### src/fcd_regs.vh
// Purpose: constants of the fuse configuration decoder
// Assumes: register index times four gives the APB byte address
// Notes:   definitions only, guarded against double inclusion
`ifndef FCD_REGS_VH
`define FCD_REGS_VH

////////////////////////////////////////////////////////////////////////
// register indexes (byte address is index times four)
`define FCD_IDX_STARTUP     8'h06
`define FCD_IDX_APP_END     8'h07
`define FCD_IDX_BOOT_END    8'h08
`define FCD_IDX_LOCK        8'h0a
`define FCD_IDX_STATUS      8'h0c
`define FCD_IDX_QUERY       8'h0d

// byte addresses on the 10-bit apb address
`define FCD_ADDR_STARTUP    {`FCD_IDX_STARTUP, 2'b00}
`define FCD_ADDR_APP_END    {`FCD_IDX_APP_END, 2'b00}
`define FCD_ADDR_BOOT_END   {`FCD_IDX_BOOT_END, 2'b00}
`define FCD_ADDR_LOCK       {`FCD_IDX_LOCK, 2'b00}
`define FCD_ADDR_STATUS     {`FCD_IDX_STATUS, 2'b00}
`define FCD_ADDR_QUERY      {`FCD_IDX_QUERY, 2'b00}

////////////////////////////////////////////////////////////////////////
// field positions
`define FCD_SUT_MSB         2
`define FCD_ST_DONE_BIT     0
`define FCD_ST_OPEN_BIT     1
`define FCD_ST_KEEP_BIT     2
`define FCD_Q_SEC_LSB       16
`define FCD_Q_SEC_MSB       17

// reset values and codes
`define FCD_RST_BYTE        8'h00
`define FCD_RST_ADDR        16'h0000
`define FCD_OPEN_CODE       8'hc5
`define FCD_SEC_BOOT        2'h0
`define FCD_SEC_APP         2'h1
`define FCD_SEC_DATA        2'h2

////////////////////////////////////////////////////////////////////////
// timing
`define FCD_CLK_PERIOD_NS   100
`define FCD_MS_NS           1000000
`define FCD_MS_CYCLES       ((`FCD_MS_NS + `FCD_CLK_PERIOD_NS - 1) / `FCD_CLK_PERIOD_NS)
`define FCD_SYNC_WAIT       2'h3

`endif

### src/fcd_fuse_config_decode.v
// Purpose: decode start-up, section and lock fuses behind APB
// Assumes: fuse pins are static; erase request is on CORE_CLK
// Notes:   fuse fields take effect when the start-up delay ends
`timescale 1ns/10ps
`default_nettype none
`include "fcd_regs.vh"

module fcd_fuse_config_decode #(
    parameter MS_CYCLES = `FCD_MS_CYCLES
) (
    // clock and reset
    input  wire        CORE_CLK,
    input  wire        RST_N,
    // apb slave
    input  wire        PSEL,
    input  wire        PENABLE,
    input  wire        PWRITE,
    input  wire [9:0]  PADDR,
    input  wire [31:0] PWDATA,
    output wire [31:0] PRDATA,
    output wire        PREADY,
    output wire        PSLVERR,
    // fuse array pins
    input  wire [2:0]  FUSE_STARTUP_DELAY_SEL,
    input  wire [7:0]  FUSE_APP_SECTION_END,
    input  wire [7:0]  FUSE_BOOT_SECTION_END,
    input  wire [7:0]  FUSE_LOCK_CODE,
    input  wire        FUSE_EEPROM_KEEP_ON_ERASE,
    // chip erase
    input  wire        CHIP_ERASE_REQ,
    output wire        EEPROM_ERASE,
    // decoded state
    output wire        STARTUP_DONE,
    output wire        DEVICE_OPEN,
    output wire [15:0] BOOT_END_ADDR,
    output wire [15:0] APP_END_ADDR
);

    ////////////////////////////////////////////////////////////////////
    // state machine codes and decode selects
    localparam [1:0] ST_SYNC  = 2'h0;   // fuse synchronisers filling
    localparam [1:0] ST_DELAY = 2'h1;   // start-up delay running
    localparam [1:0] ST_RUN   = 2'h2;   // fuses in effect

    localparam [2:0] SEL_NONE  = 3'h0;  // unmapped
    localparam [2:0] SEL_SUT   = 3'h1;  // start-up delay config
    localparam [2:0] SEL_APP   = 3'h2;  // application section end
    localparam [2:0] SEL_BOOT  = 3'h3;  // boot section end
    localparam [2:0] SEL_LOCK  = 3'h4;  // lock code
    localparam [2:0] SEL_STAT  = 3'h5;  // status
    localparam [2:0] SEL_QUERY = 3'h6;  // section query

    ////////////////////////////////////////////////////////////////////
    // declarations
    reg  [27:0] sync1_q;                // first sync stage
    reg  [27:0] sync2_q;                // second sync stage
    wire [27:0] fuse_raw;               // packed fuse pins
    wire [2:0]  f_sut;                  // synced start-up code
    wire [7:0]  f_app;                  // synced app end
    wire [7:0]  f_boot;                 // synced boot end
    wire [7:0]  f_lock;                 // synced lock code
    wire        f_keep;                 // synced eeprom keep
    reg  [1:0]  state_q;                // start-up state
    reg  [1:0]  state_d;
    reg  [1:0]  wait_q;                 // sync settle counter
    reg         start_q;                // timer start pulse
    reg         start_d;
    wire        delay_done;             // timer finished
    reg  [2:0]  sut_q;                  // live start-up code
    reg  [7:0]  app_q;                  // live app end
    reg  [7:0]  boot_q;                 // live boot end
    reg  [7:0]  lock_q;                 // live lock code
    reg  [7:0]  lock_d;
    reg         keep_q;                 // live eeprom keep
    reg         done_q;                 // fuses loaded
    reg         open_q;                 // device open
    reg         ee_erase_q;             // eeprom erase pulse
    reg  [15:0] qaddr_q;                // query address
    reg  [1:0]  qsec_q;                 // query answer
    wire [1:0]  qsec;                   // classifier output
    reg  [31:0] prdata_q;               // read data
    reg         err_q;                  // error for current access
    reg  [31:0] rd_mux;                 // read mux
    wire [2:0]  sel_now;                // decoded select
    wire        setup_ph;               // apb setup cycle
    wire        wr_acc;                 // apb write access phase
    wire        load;                   // fuse load moment

    ////////////////////////////////////////////////////////////////////
    // address decode shared by reads and writes
    function [2:0] reg_sel;
        input [9:0] a;
        begin
            if (a == `FCD_ADDR_STARTUP) begin
                reg_sel = SEL_SUT;
            end else if (a == `FCD_ADDR_APP_END) begin
                reg_sel = SEL_APP;
            end else if (a == `FCD_ADDR_BOOT_END) begin
                reg_sel = SEL_BOOT;
            end else if (a == `FCD_ADDR_LOCK) begin
                reg_sel = SEL_LOCK;
            end else if (a == `FCD_ADDR_STATUS) begin
                reg_sel = SEL_STAT;
            end else if (a == `FCD_ADDR_QUERY) begin
                reg_sel = SEL_QUERY;
            end else begin
                reg_sel = SEL_NONE;
            end
        end
    endfunction

    ////////////////////////////////////////////////////////////////////
    // two-flop synchronisers for the fuse pins
    assign fuse_raw = {FUSE_EEPROM_KEEP_ON_ERASE, FUSE_LOCK_CODE,
                       FUSE_BOOT_SECTION_END, FUSE_APP_SECTION_END,
                       FUSE_STARTUP_DELAY_SEL};

    always @(posedge CORE_CLK or negedge RST_N) begin
        if (!RST_N) begin
            sync1_q <= 28'h0000000;
            sync2_q <= 28'h0000000;
        end else begin
            sync1_q <= fuse_raw;
            sync2_q <= sync1_q;
        end
    end

    // unpack second stage only
    assign f_sut  = sync2_q[2:0];
    assign f_app  = sync2_q[10:3];
    assign f_boot = sync2_q[18:11];
    assign f_lock = sync2_q[26:19];
    assign f_keep = sync2_q[27];

    ////////////////////////////////////////////////////////////////////
    // start-up sequence: settle, delay, then load
    always @* begin
        state_d = state_q;
        start_d = 1'b0;
        case (state_q)
            ST_SYNC: begin
                // wait until synced fuse values are valid
                if (wait_q == `FCD_SYNC_WAIT) begin
                    state_d = ST_DELAY;
                    start_d = 1'b1;
                end
            end
            ST_DELAY: begin
                // delay chosen by the fuse code
                if (delay_done && !start_q) begin
                    state_d = ST_RUN;
                end
            end
            ST_RUN: begin
                state_d = ST_RUN;
            end
            default: begin
                state_d = ST_SYNC;
            end
        endcase
    end

    // state and settle counter
    always @(posedge CORE_CLK or negedge RST_N) begin
        if (!RST_N) begin
            state_q <= ST_SYNC;
            wait_q  <= 2'h0;
            start_q <= 1'b0;
        end else begin
            state_q <= state_d;
            start_q <= start_d;
            if (state_q == ST_SYNC && wait_q != `FCD_SYNC_WAIT) begin
                wait_q <= wait_q + 2'h1;
            end
        end
    end

    // fuses take effect when the delay ends
    assign load = (state_q == ST_DELAY) && (state_d == ST_RUN);

    fcd_startup_timer #(
        .MS_CYCLES (MS_CYCLES)
    ) u_timer (
        .clk   (CORE_CLK),
        .rst_n (RST_N),
        .start (start_q),
        .sel   (f_sut),
        .done  (delay_done)
    );

    ////////////////////////////////////////////////////////////////////
    // apb handshake
    assign setup_ph = PSEL && !PENABLE;
    assign wr_acc   = PSEL && PENABLE && PWRITE;
    assign sel_now  = reg_sel(PADDR);
    assign PREADY   = 1'b1;
    assign PSLVERR  = PSEL && PENABLE && err_q;
    assign PRDATA   = prdata_q;

    // lock code next value: fuse load or software write
    always @* begin
        lock_d = lock_q;
        if (load) begin
            lock_d = f_lock;
        end else if (wr_acc && sel_now == SEL_LOCK && done_q) begin
            lock_d = PWDATA[7:0];
        end
    end

    ////////////////////////////////////////////////////////////////////
    // live configuration fields
    always @(posedge CORE_CLK or negedge RST_N) begin
        if (!RST_N) begin
            sut_q  <= 3'h0;
            app_q  <= `FCD_RST_BYTE;
            boot_q <= `FCD_RST_BYTE;
            lock_q <= `FCD_RST_BYTE;
            keep_q <= 1'b0;
            done_q <= 1'b0;
            open_q <= 1'b0;
        end else begin
            if (load) begin
                // copy fuse values at end of start-up
                sut_q  <= f_sut;
                app_q  <= f_app;
                boot_q <= f_boot;
                keep_q <= f_keep;
                done_q <= 1'b1;
            end
            lock_q <= lock_d;
            // only the exact open code unlocks
            open_q <= (lock_d == `FCD_OPEN_CODE);
        end
    end

    ////////////////////////////////////////////////////////////////////
    // chip erase: eeprom spared before start-up ends or when open and keep set
    always @(posedge CORE_CLK or negedge RST_N) begin
        if (!RST_N) begin
            ee_erase_q <= 1'b0;
        end else begin
            ee_erase_q <= CHIP_ERASE_REQ && done_q && (!open_q || !keep_q);
        end
    end

    ////////////////////////////////////////////////////////////////////
    // section query: classify a written address
    fcd_section_map u_map (
        .boot_end (boot_q),
        .app_end  (app_q),
        .addr     (qaddr_q),
        .section  (qsec)
    );

    always @(posedge CORE_CLK or negedge RST_N) begin
        if (!RST_N) begin
            qaddr_q <= `FCD_RST_ADDR;
            qsec_q  <= `FCD_SEC_APP;
        end else begin
            if (wr_acc && sel_now == SEL_QUERY) begin
                qaddr_q <= PWDATA[15:0];
            end
            qsec_q <= qsec;
        end
    end

    ////////////////////////////////////////////////////////////////////
    // read mux; upper bits read zero
    always @* begin
        rd_mux = 32'h00000000;
        if (sel_now == SEL_SUT) begin
            rd_mux[`FCD_SUT_MSB:0] = sut_q;
        end else if (sel_now == SEL_APP) begin
            rd_mux[7:0] = app_q;
        end else if (sel_now == SEL_BOOT) begin
            rd_mux[7:0] = boot_q;
        end else if (sel_now == SEL_LOCK) begin
            rd_mux[7:0] = lock_q;
        end else if (sel_now == SEL_STAT) begin
            rd_mux[`FCD_ST_DONE_BIT] = done_q;
            rd_mux[`FCD_ST_OPEN_BIT] = open_q;
            rd_mux[`FCD_ST_KEEP_BIT] = keep_q;
        end else if (sel_now == SEL_QUERY) begin
            rd_mux[15:0] = qaddr_q;
            rd_mux[`FCD_Q_SEC_MSB:`FCD_Q_SEC_LSB] = qsec_q;
        end
    end

    // read data and error captured in the setup cycle
    always @(posedge CORE_CLK or negedge RST_N) begin
        if (!RST_N) begin
            prdata_q <= 32'h00000000;
            err_q    <= 1'b0;
        end else if (setup_ph) begin
            err_q <= (sel_now == SEL_NONE);
            if (PWRITE) begin
                prdata_q <= 32'h00000000;
            end else begin
                prdata_q <= rd_mux;
            end
        end
    end

    ////////////////////////////////////////////////////////////////////
    // decoded outputs
    assign STARTUP_DONE  = done_q;
    assign DEVICE_OPEN   = open_q;
    assign EEPROM_ERASE  = ee_erase_q;
    assign BOOT_END_ADDR = {boot_q, 8'h00};
    assign APP_END_ADDR  = {app_q, 8'h00};

endmodule
`default_nettype wire

### src/fcd_startup_timer.v
// Purpose: power-up delay of 0 to 64 ms chosen by a 3-bit code
// Assumes: start is a one-cycle pulse, sel is stable while running
// Notes:   done stays high until reset or a start with a nonzero code
`timescale 1ns/10ps
`default_nettype none
`include "fcd_regs.vh"

module fcd_startup_timer #(
    parameter MS_CYCLES = `FCD_MS_CYCLES
) (
    // clock and reset
    input  wire       clk,
    input  wire       rst_n,
    // control
    input  wire       start,
    input  wire [2:0] sel,
    output reg        done
);

    localparam integer PRE_LAST_I = MS_CYCLES - 1;  // last prescaler count, full width
    localparam [23:0] PRE_LAST = PRE_LAST_I[23:0];  // cut to the prescaler width

    reg  [23:0] pre_q;                            // cycles within a ms
    reg  [6:0]  ms_q;                             // whole ms elapsed
    reg         run_q;                            // delay running
    wire [6:0]  target;                           // ms wanted

    // code 0 is no delay, code n is 2^(n-1) ms
    function [6:0] ms_target;
        input [2:0] s;
        begin
            if (s == 3'h0) begin
                ms_target = 7'h00;
            end else begin
                ms_target = 7'h01 << (s - 3'h1);
            end
        end
    endfunction

    assign target = ms_target(sel);

    // prescaler and ms counter
    always @(posedge clk or negedge rst_n) begin
        if (!rst_n) begin
            pre_q <= 24'h000000;
            ms_q  <= 7'h00;
            run_q <= 1'b0;
            done  <= 1'b0;
        end else if (start) begin
            pre_q <= 24'h000000;
            ms_q  <= 7'h00;
            run_q <= (target != 7'h00);
            done  <= (target == 7'h00);
        end else if (run_q) begin
            if (pre_q == PRE_LAST) begin
                pre_q <= 24'h000000;
                ms_q  <= ms_q + 7'h01;
                // finished on the last whole ms
                if (ms_q + 7'h01 == target) begin
                    run_q <= 1'b0;
                    done  <= 1'b1;
                end
            end else begin
                pre_q <= pre_q + 24'h000001;
            end
        end
    end

endmodule
`default_nettype wire

### src/fcd_section_map.v
// Purpose: classify a flash address as boot, app code or app data
// Assumes: end values are in 256-byte blocks
// Notes:   purely combinational
`timescale 1ns/10ps
`default_nettype none
`include "fcd_regs.vh"

module fcd_section_map (
    // section ends in blocks
    input  wire [7:0]  boot_end,
    input  wire [7:0]  app_end,
    // address to classify
    input  wire [15:0] addr,
    output reg  [1:0]  section
);

    wire [15:0] boot_lim = {boot_end, 8'h00};  // boot end in bytes
    wire [15:0] app_lim  = {app_end, 8'h00};   // app end in bytes

    // boot zero cases, boot compare, then app zero case, app compare
    always @* begin
        if (app_end == 8'h00 && boot_end == 8'h00) begin
            section = `FCD_SEC_APP;
        end else if (boot_end == 8'h00) begin
            section = `FCD_SEC_BOOT;
        end else if (addr < boot_lim) begin
            section = `FCD_SEC_BOOT;
        end else if (app_end == 8'h00) begin
            section = `FCD_SEC_APP;
        end else if (addr < app_lim) begin
            section = `FCD_SEC_APP;
        end else begin
            section = `FCD_SEC_DATA;
        end
    end

endmodule
`default_nettype wire

### config.mk
export PLATFORM = sky130hd
export DESIGN_NAME = fcd_fuse_config_decode
export DESIGN_NICKNAME = d
export VERILOG_FILES = /design/src/fcd_fuse_config_decode.v /design/src/fcd_startup_timer.v /design/src/fcd_section_map.v
export VERILOG_INCLUDE_DIRS = /design/src
export SDC_FILE = /design/constraint.sdc
export NUM_CORES = 1
export LEC_CHECK = 0
export ABC_AREA = 1
export BUFFER_PORTS_ARGS = -buffer_cell sky130_fd_sc_hd__clkbuf_2
export CAP_MARGIN = 15
export CORE_UTILIZATION = 50
export CTS_BUF_LIST = sky130_fd_sc_hd__clkbuf_2 sky130_fd_sc_hd__clkbuf_4 sky130_fd_sc_hd__clkbuf_8
export DETAILED_ROUTE_END_ITERATION = 6
export HOLD_SLACK_MARGIN = 0.1
export PLACE_DENSITY = 0.84
export SYNTH_ARGS = -nofsm -noshare
export SYNTH_HDL_FRONTEND = slang
export SYNTH_HIERARCHICAL = 1
export SYNTH_SLANG_ARGS = --single-unit
export TNS_END_PERCENT = 5
### constraint.sdc
create_clock -name CORE_CLK -period 2.5 [get_ports CORE_CLK]
set_input_delay 0.375 -clock CORE_CLK [delete_from_list [all_inputs] [get_ports CORE_CLK]]
set_output_delay 0.375 -clock CORE_CLK [all_outputs]
set_load 0.02 [all_outputs]
==> results.sh <==
export IMPL_status="finished clean"
export IMPL_post_cts_repair_setup_buffers=0
export IMPL_arrival_ns=2.27
export IMPL_overflow=0
export IMPL_fin_total_pwr_mw=6.911
export IMPL_grt_usage=0.2135
export IMPL_post_synth_top_area_cell="dfrtp_1"
export IMPL_ys_seq_elements=162
export IMPL_grt_max_degree=65
export IMPL_htree_levels=4
export IMPL_synth_most_common_cell="nand2_1"
export IMPL_max_freq_mhz=525.5
export IMPL_synth_top_cells_by_area="dfrtp_1 52%, nand2_1 12%, inv_1 4.5%, buf_4 3.1%, nor2_1 3.0%"
export IMPL_finalHoldViolations=0
export IMPL_hold_path_class="primary input to register"
export IMPL_start_util=0.5106
export IMPL_cts_tree="done"
export IMPL_drt_iter0_drc=458
export IMPL_cts_buffers_inserted=17
export IMPL_wire_per_inst_um=12.93
export IMPL_ant_nets=0
export IMPL_rsz0062_at_grt="no"
export IMPL_cp_max_fo=17
export IMPL_dp_hpwl_um=11440
export IMPL_fin_tns_setup_ns=0
export IMPL_via_per_inst=4.959
export IMPL_setup_viol=0
export IMPL_gp_congestion=0.8867
export IMPL_layout_cells_non_filler=1209
export IMPL_fin_skew_ns=0.01302
export IMPL_die_area_sq_um=16030
export IMPL_max_slew_margin=0.6108
export IMPL_numPortBuffers=97
export IMPL_layout_nets=1101
export IMPL_yosysSeqAreaShare=0.5224
export IMPL_antenna_cells=0
export IMPL_worst_pin_slew_ns=0.5839
export IMPL_yosysTopAreaCellShare=0.5190
export IMPL_die_h_um=126.6
export IMPL_fill_cells=1273
export IMPL_yosysWarningCount=6
export IMPL_num_rows=45
export IMPL_path_class="register to register"
export IMPL_dp_cells=1148
export IMPL_drt_wl_total_um=15640
export IMPL_drv_cap=0
export IMPL_place_ws_ns=0.5029
export IMPL_die_w_um=126.6
export IMPL_p_leak_nw=4.650
export IMPL_ctsLongestPathBuffers=2
export IMPL_area_growth_pct=15.60
export IMPL_synthTopCellsByCount="242 x nand2_1, 161 x dfrtp_1, 94 x inv_1, 63 x nor2_1"
export IMPL_antenna_found_initial=0
export IMPL_critical_path_required_ns=2.87
export IMPL_finalCritPeriodShare=0.7611
export IMPL_clkLatencyLatePin_ns=0.46
export IMPL_core_area_sq_um=15200
export IMPL_post_cts_resize_count=0
export IMPL_drive_gt1_frac=0.2027
export IMPL_grt_pass1_vias=5811
export IMPL_io_pins=145
export IMPL_synth_edf_count=0
export IMPL_syn_avg_cell_area_sq_um=8.882
export IMPL_async_reset_ff_frac=1.000
export IMPL_critPathCaptureType="register"
export IMPL_synthCells=874
export IMPL_firstDrtPassIters=5
export IMPL_period_needed_ns=1.903
export IMPL_synth_cell_types=48
export IMPL_numClockSinks=162
export IMPL_hold_depth=3
export IMPL_clk_pin_slew_worst_paths_ns=0.09
export IMPL_drcViolationCount=0
export IMPL_grt_pass1_wl_um=26780
export IMPL_r2r_cells=9
export IMPL_cts_root_buf="clkbuf_8"
export IMPL_layout_setup_ws_ns=0.5972
export IMPL_powerDensity_nw_per_um2=770.2
export IMPL_max_vdd_ir_drop_uv=368.0
export IMPL_synth_ff_type="dfrtp_1"
export IMPL_via_count=5995
export IMPL_slew_violations=0
export IMPL_worst_setup_path_start_kind="register"
export IMPL_hold_buffers=29
export IMPL_synth_cell_area_sq_um=7762
==> final timing paths <==
check / startpoint / end / slack (ns)
max in group asynchronous: RST_N / qsec_q[0] / 1.27
setup / recovery: u_timer/pre_q[0] / u_timer/ms_q[2] / 0.60
setup reg to reg: u_timer/pre_q[0] / u_timer/ms_q[2] / 0.60
hold reg to reg: sync1_q[27] / sync2_q[27] / 0.34
min in group asynchronous: RST_N / qaddr_q[1] / 0.46
hold / removal: CHIP_ERASE_REQ / EEPROM_ERASE / 0.14
==> stage by stage <==
stage | util | area [sq um] | hold slack [ns]
floorplan | - | 7871 | 0.07941
CTS | 0.5903 | 8974 | 0.1091
detailed placement | 0.5482 | 8334 | 0.3347
global route | 0.5903 | 8974 | 0.1148
global placement | 0.5482 | 8334 | 0.3314
finish | 0.5903 | 8974 | 0.1389
==> metal layers <==
metal / part of all wire / wire (um) / up-vias / GRT usage
met2: 0.49 / 7702 / 178 / 0.3585
met5: 0 / 0 / - / 0
met3: 0.044 / 689 / 24 / 0.04639
met1: 0.44 / 6929 / 2812 / 0.2718
li1: - / - / 2981 / -
met4: 0.020 / 316 / 0 / 0.08009
==> flip-flops by register name, indices dropped and copies added (netlist names), 2 cells and up <==
register       flops
wait_q             2
app_q              8
boot_q             8
PRDATA            18
u_timer/ms_q       7
sync1_q           28
state_q            2
lock_q             8
u_timer/pre_q     24
qsec_q             2
sync2_q           28
qaddr_q           16
sut_q              3
==> cells by family (layout without fill, tap and decap cells) <==
group | Yosys count | in the layout | share of synthesized area
AOI/OAI and AO/OA | 92 | 92 | 0.06496
xor gates and xnor gates | 11 | 11 | 0.01241
adders and majority gates | 17 | 17 | 0.02740
buffers and inverters | 155 | 273 | 0.09607
DFF | 162 | 162 | 0.5224
muxes | 12 | 12 | 0.01725
other | 2 | 31 | 0.0009675
and+or+nand+nor | 423 | 423 | 0.2585
==> worst max-delay path: stages (launching register included) <==
cell	delay (ns)
dfrtp_1	0.45
ha_1	0.29
nand3_4	0.12
nor2_1	0.15
nand3_2	0.11
nand2_1	0.09
nand2_2	0.17
clkinv_4	0.20
nand2_4	0.11
o22ai_1	0.13
==> where the power goes <==
group | total [mW] | switching, mW | internal, mW
logic | 1.91 | 1.30 | 0.609
clock network | 1.69 | 0.974 | 0.721
registers | 3.31 | 0.330 | 2.98
==> cell type report <==
class	instances	area, sq um	area share
Sequential cell	162	4055	0.4519
Multi-Input combinational cell	586	3070	0.3422
Timing Repair Buffer	134	854.6	0.09523
Inverter	107	409.1	0.04559
Clock buffer	19	249.0	0.02775
Tap cell	188	235.2	0.02621
Clock inverter	13	100.1	0.01115
==> cells in the final DEF, fill, tap and decap left out, types with 4 or more instances in the layout <==
cell type,n
nand2_1,242
dfrtp_1,161
clkbuf_2,96
inv_1,94
nor2_1,63
o21ai_0,41
nand3_1,41
conb_1,31
dlygate4sd3_1,29
nand4_1,17
ha_1,17
clkbuf_8,17
a21oi_1,16
o21ai_1,15
inv_2,11
nand2_2,10
o22ai_1,10
nor2_4,9
mux2_1,8
xor2_1,8
nor3_1,7
buf_4,7
nor2_2,6
nor3_2,6
nand3_2,6
o21bai_1,4
inv_6,4
clkinvlp_4,4
Power figures use the tool's default switching activity.
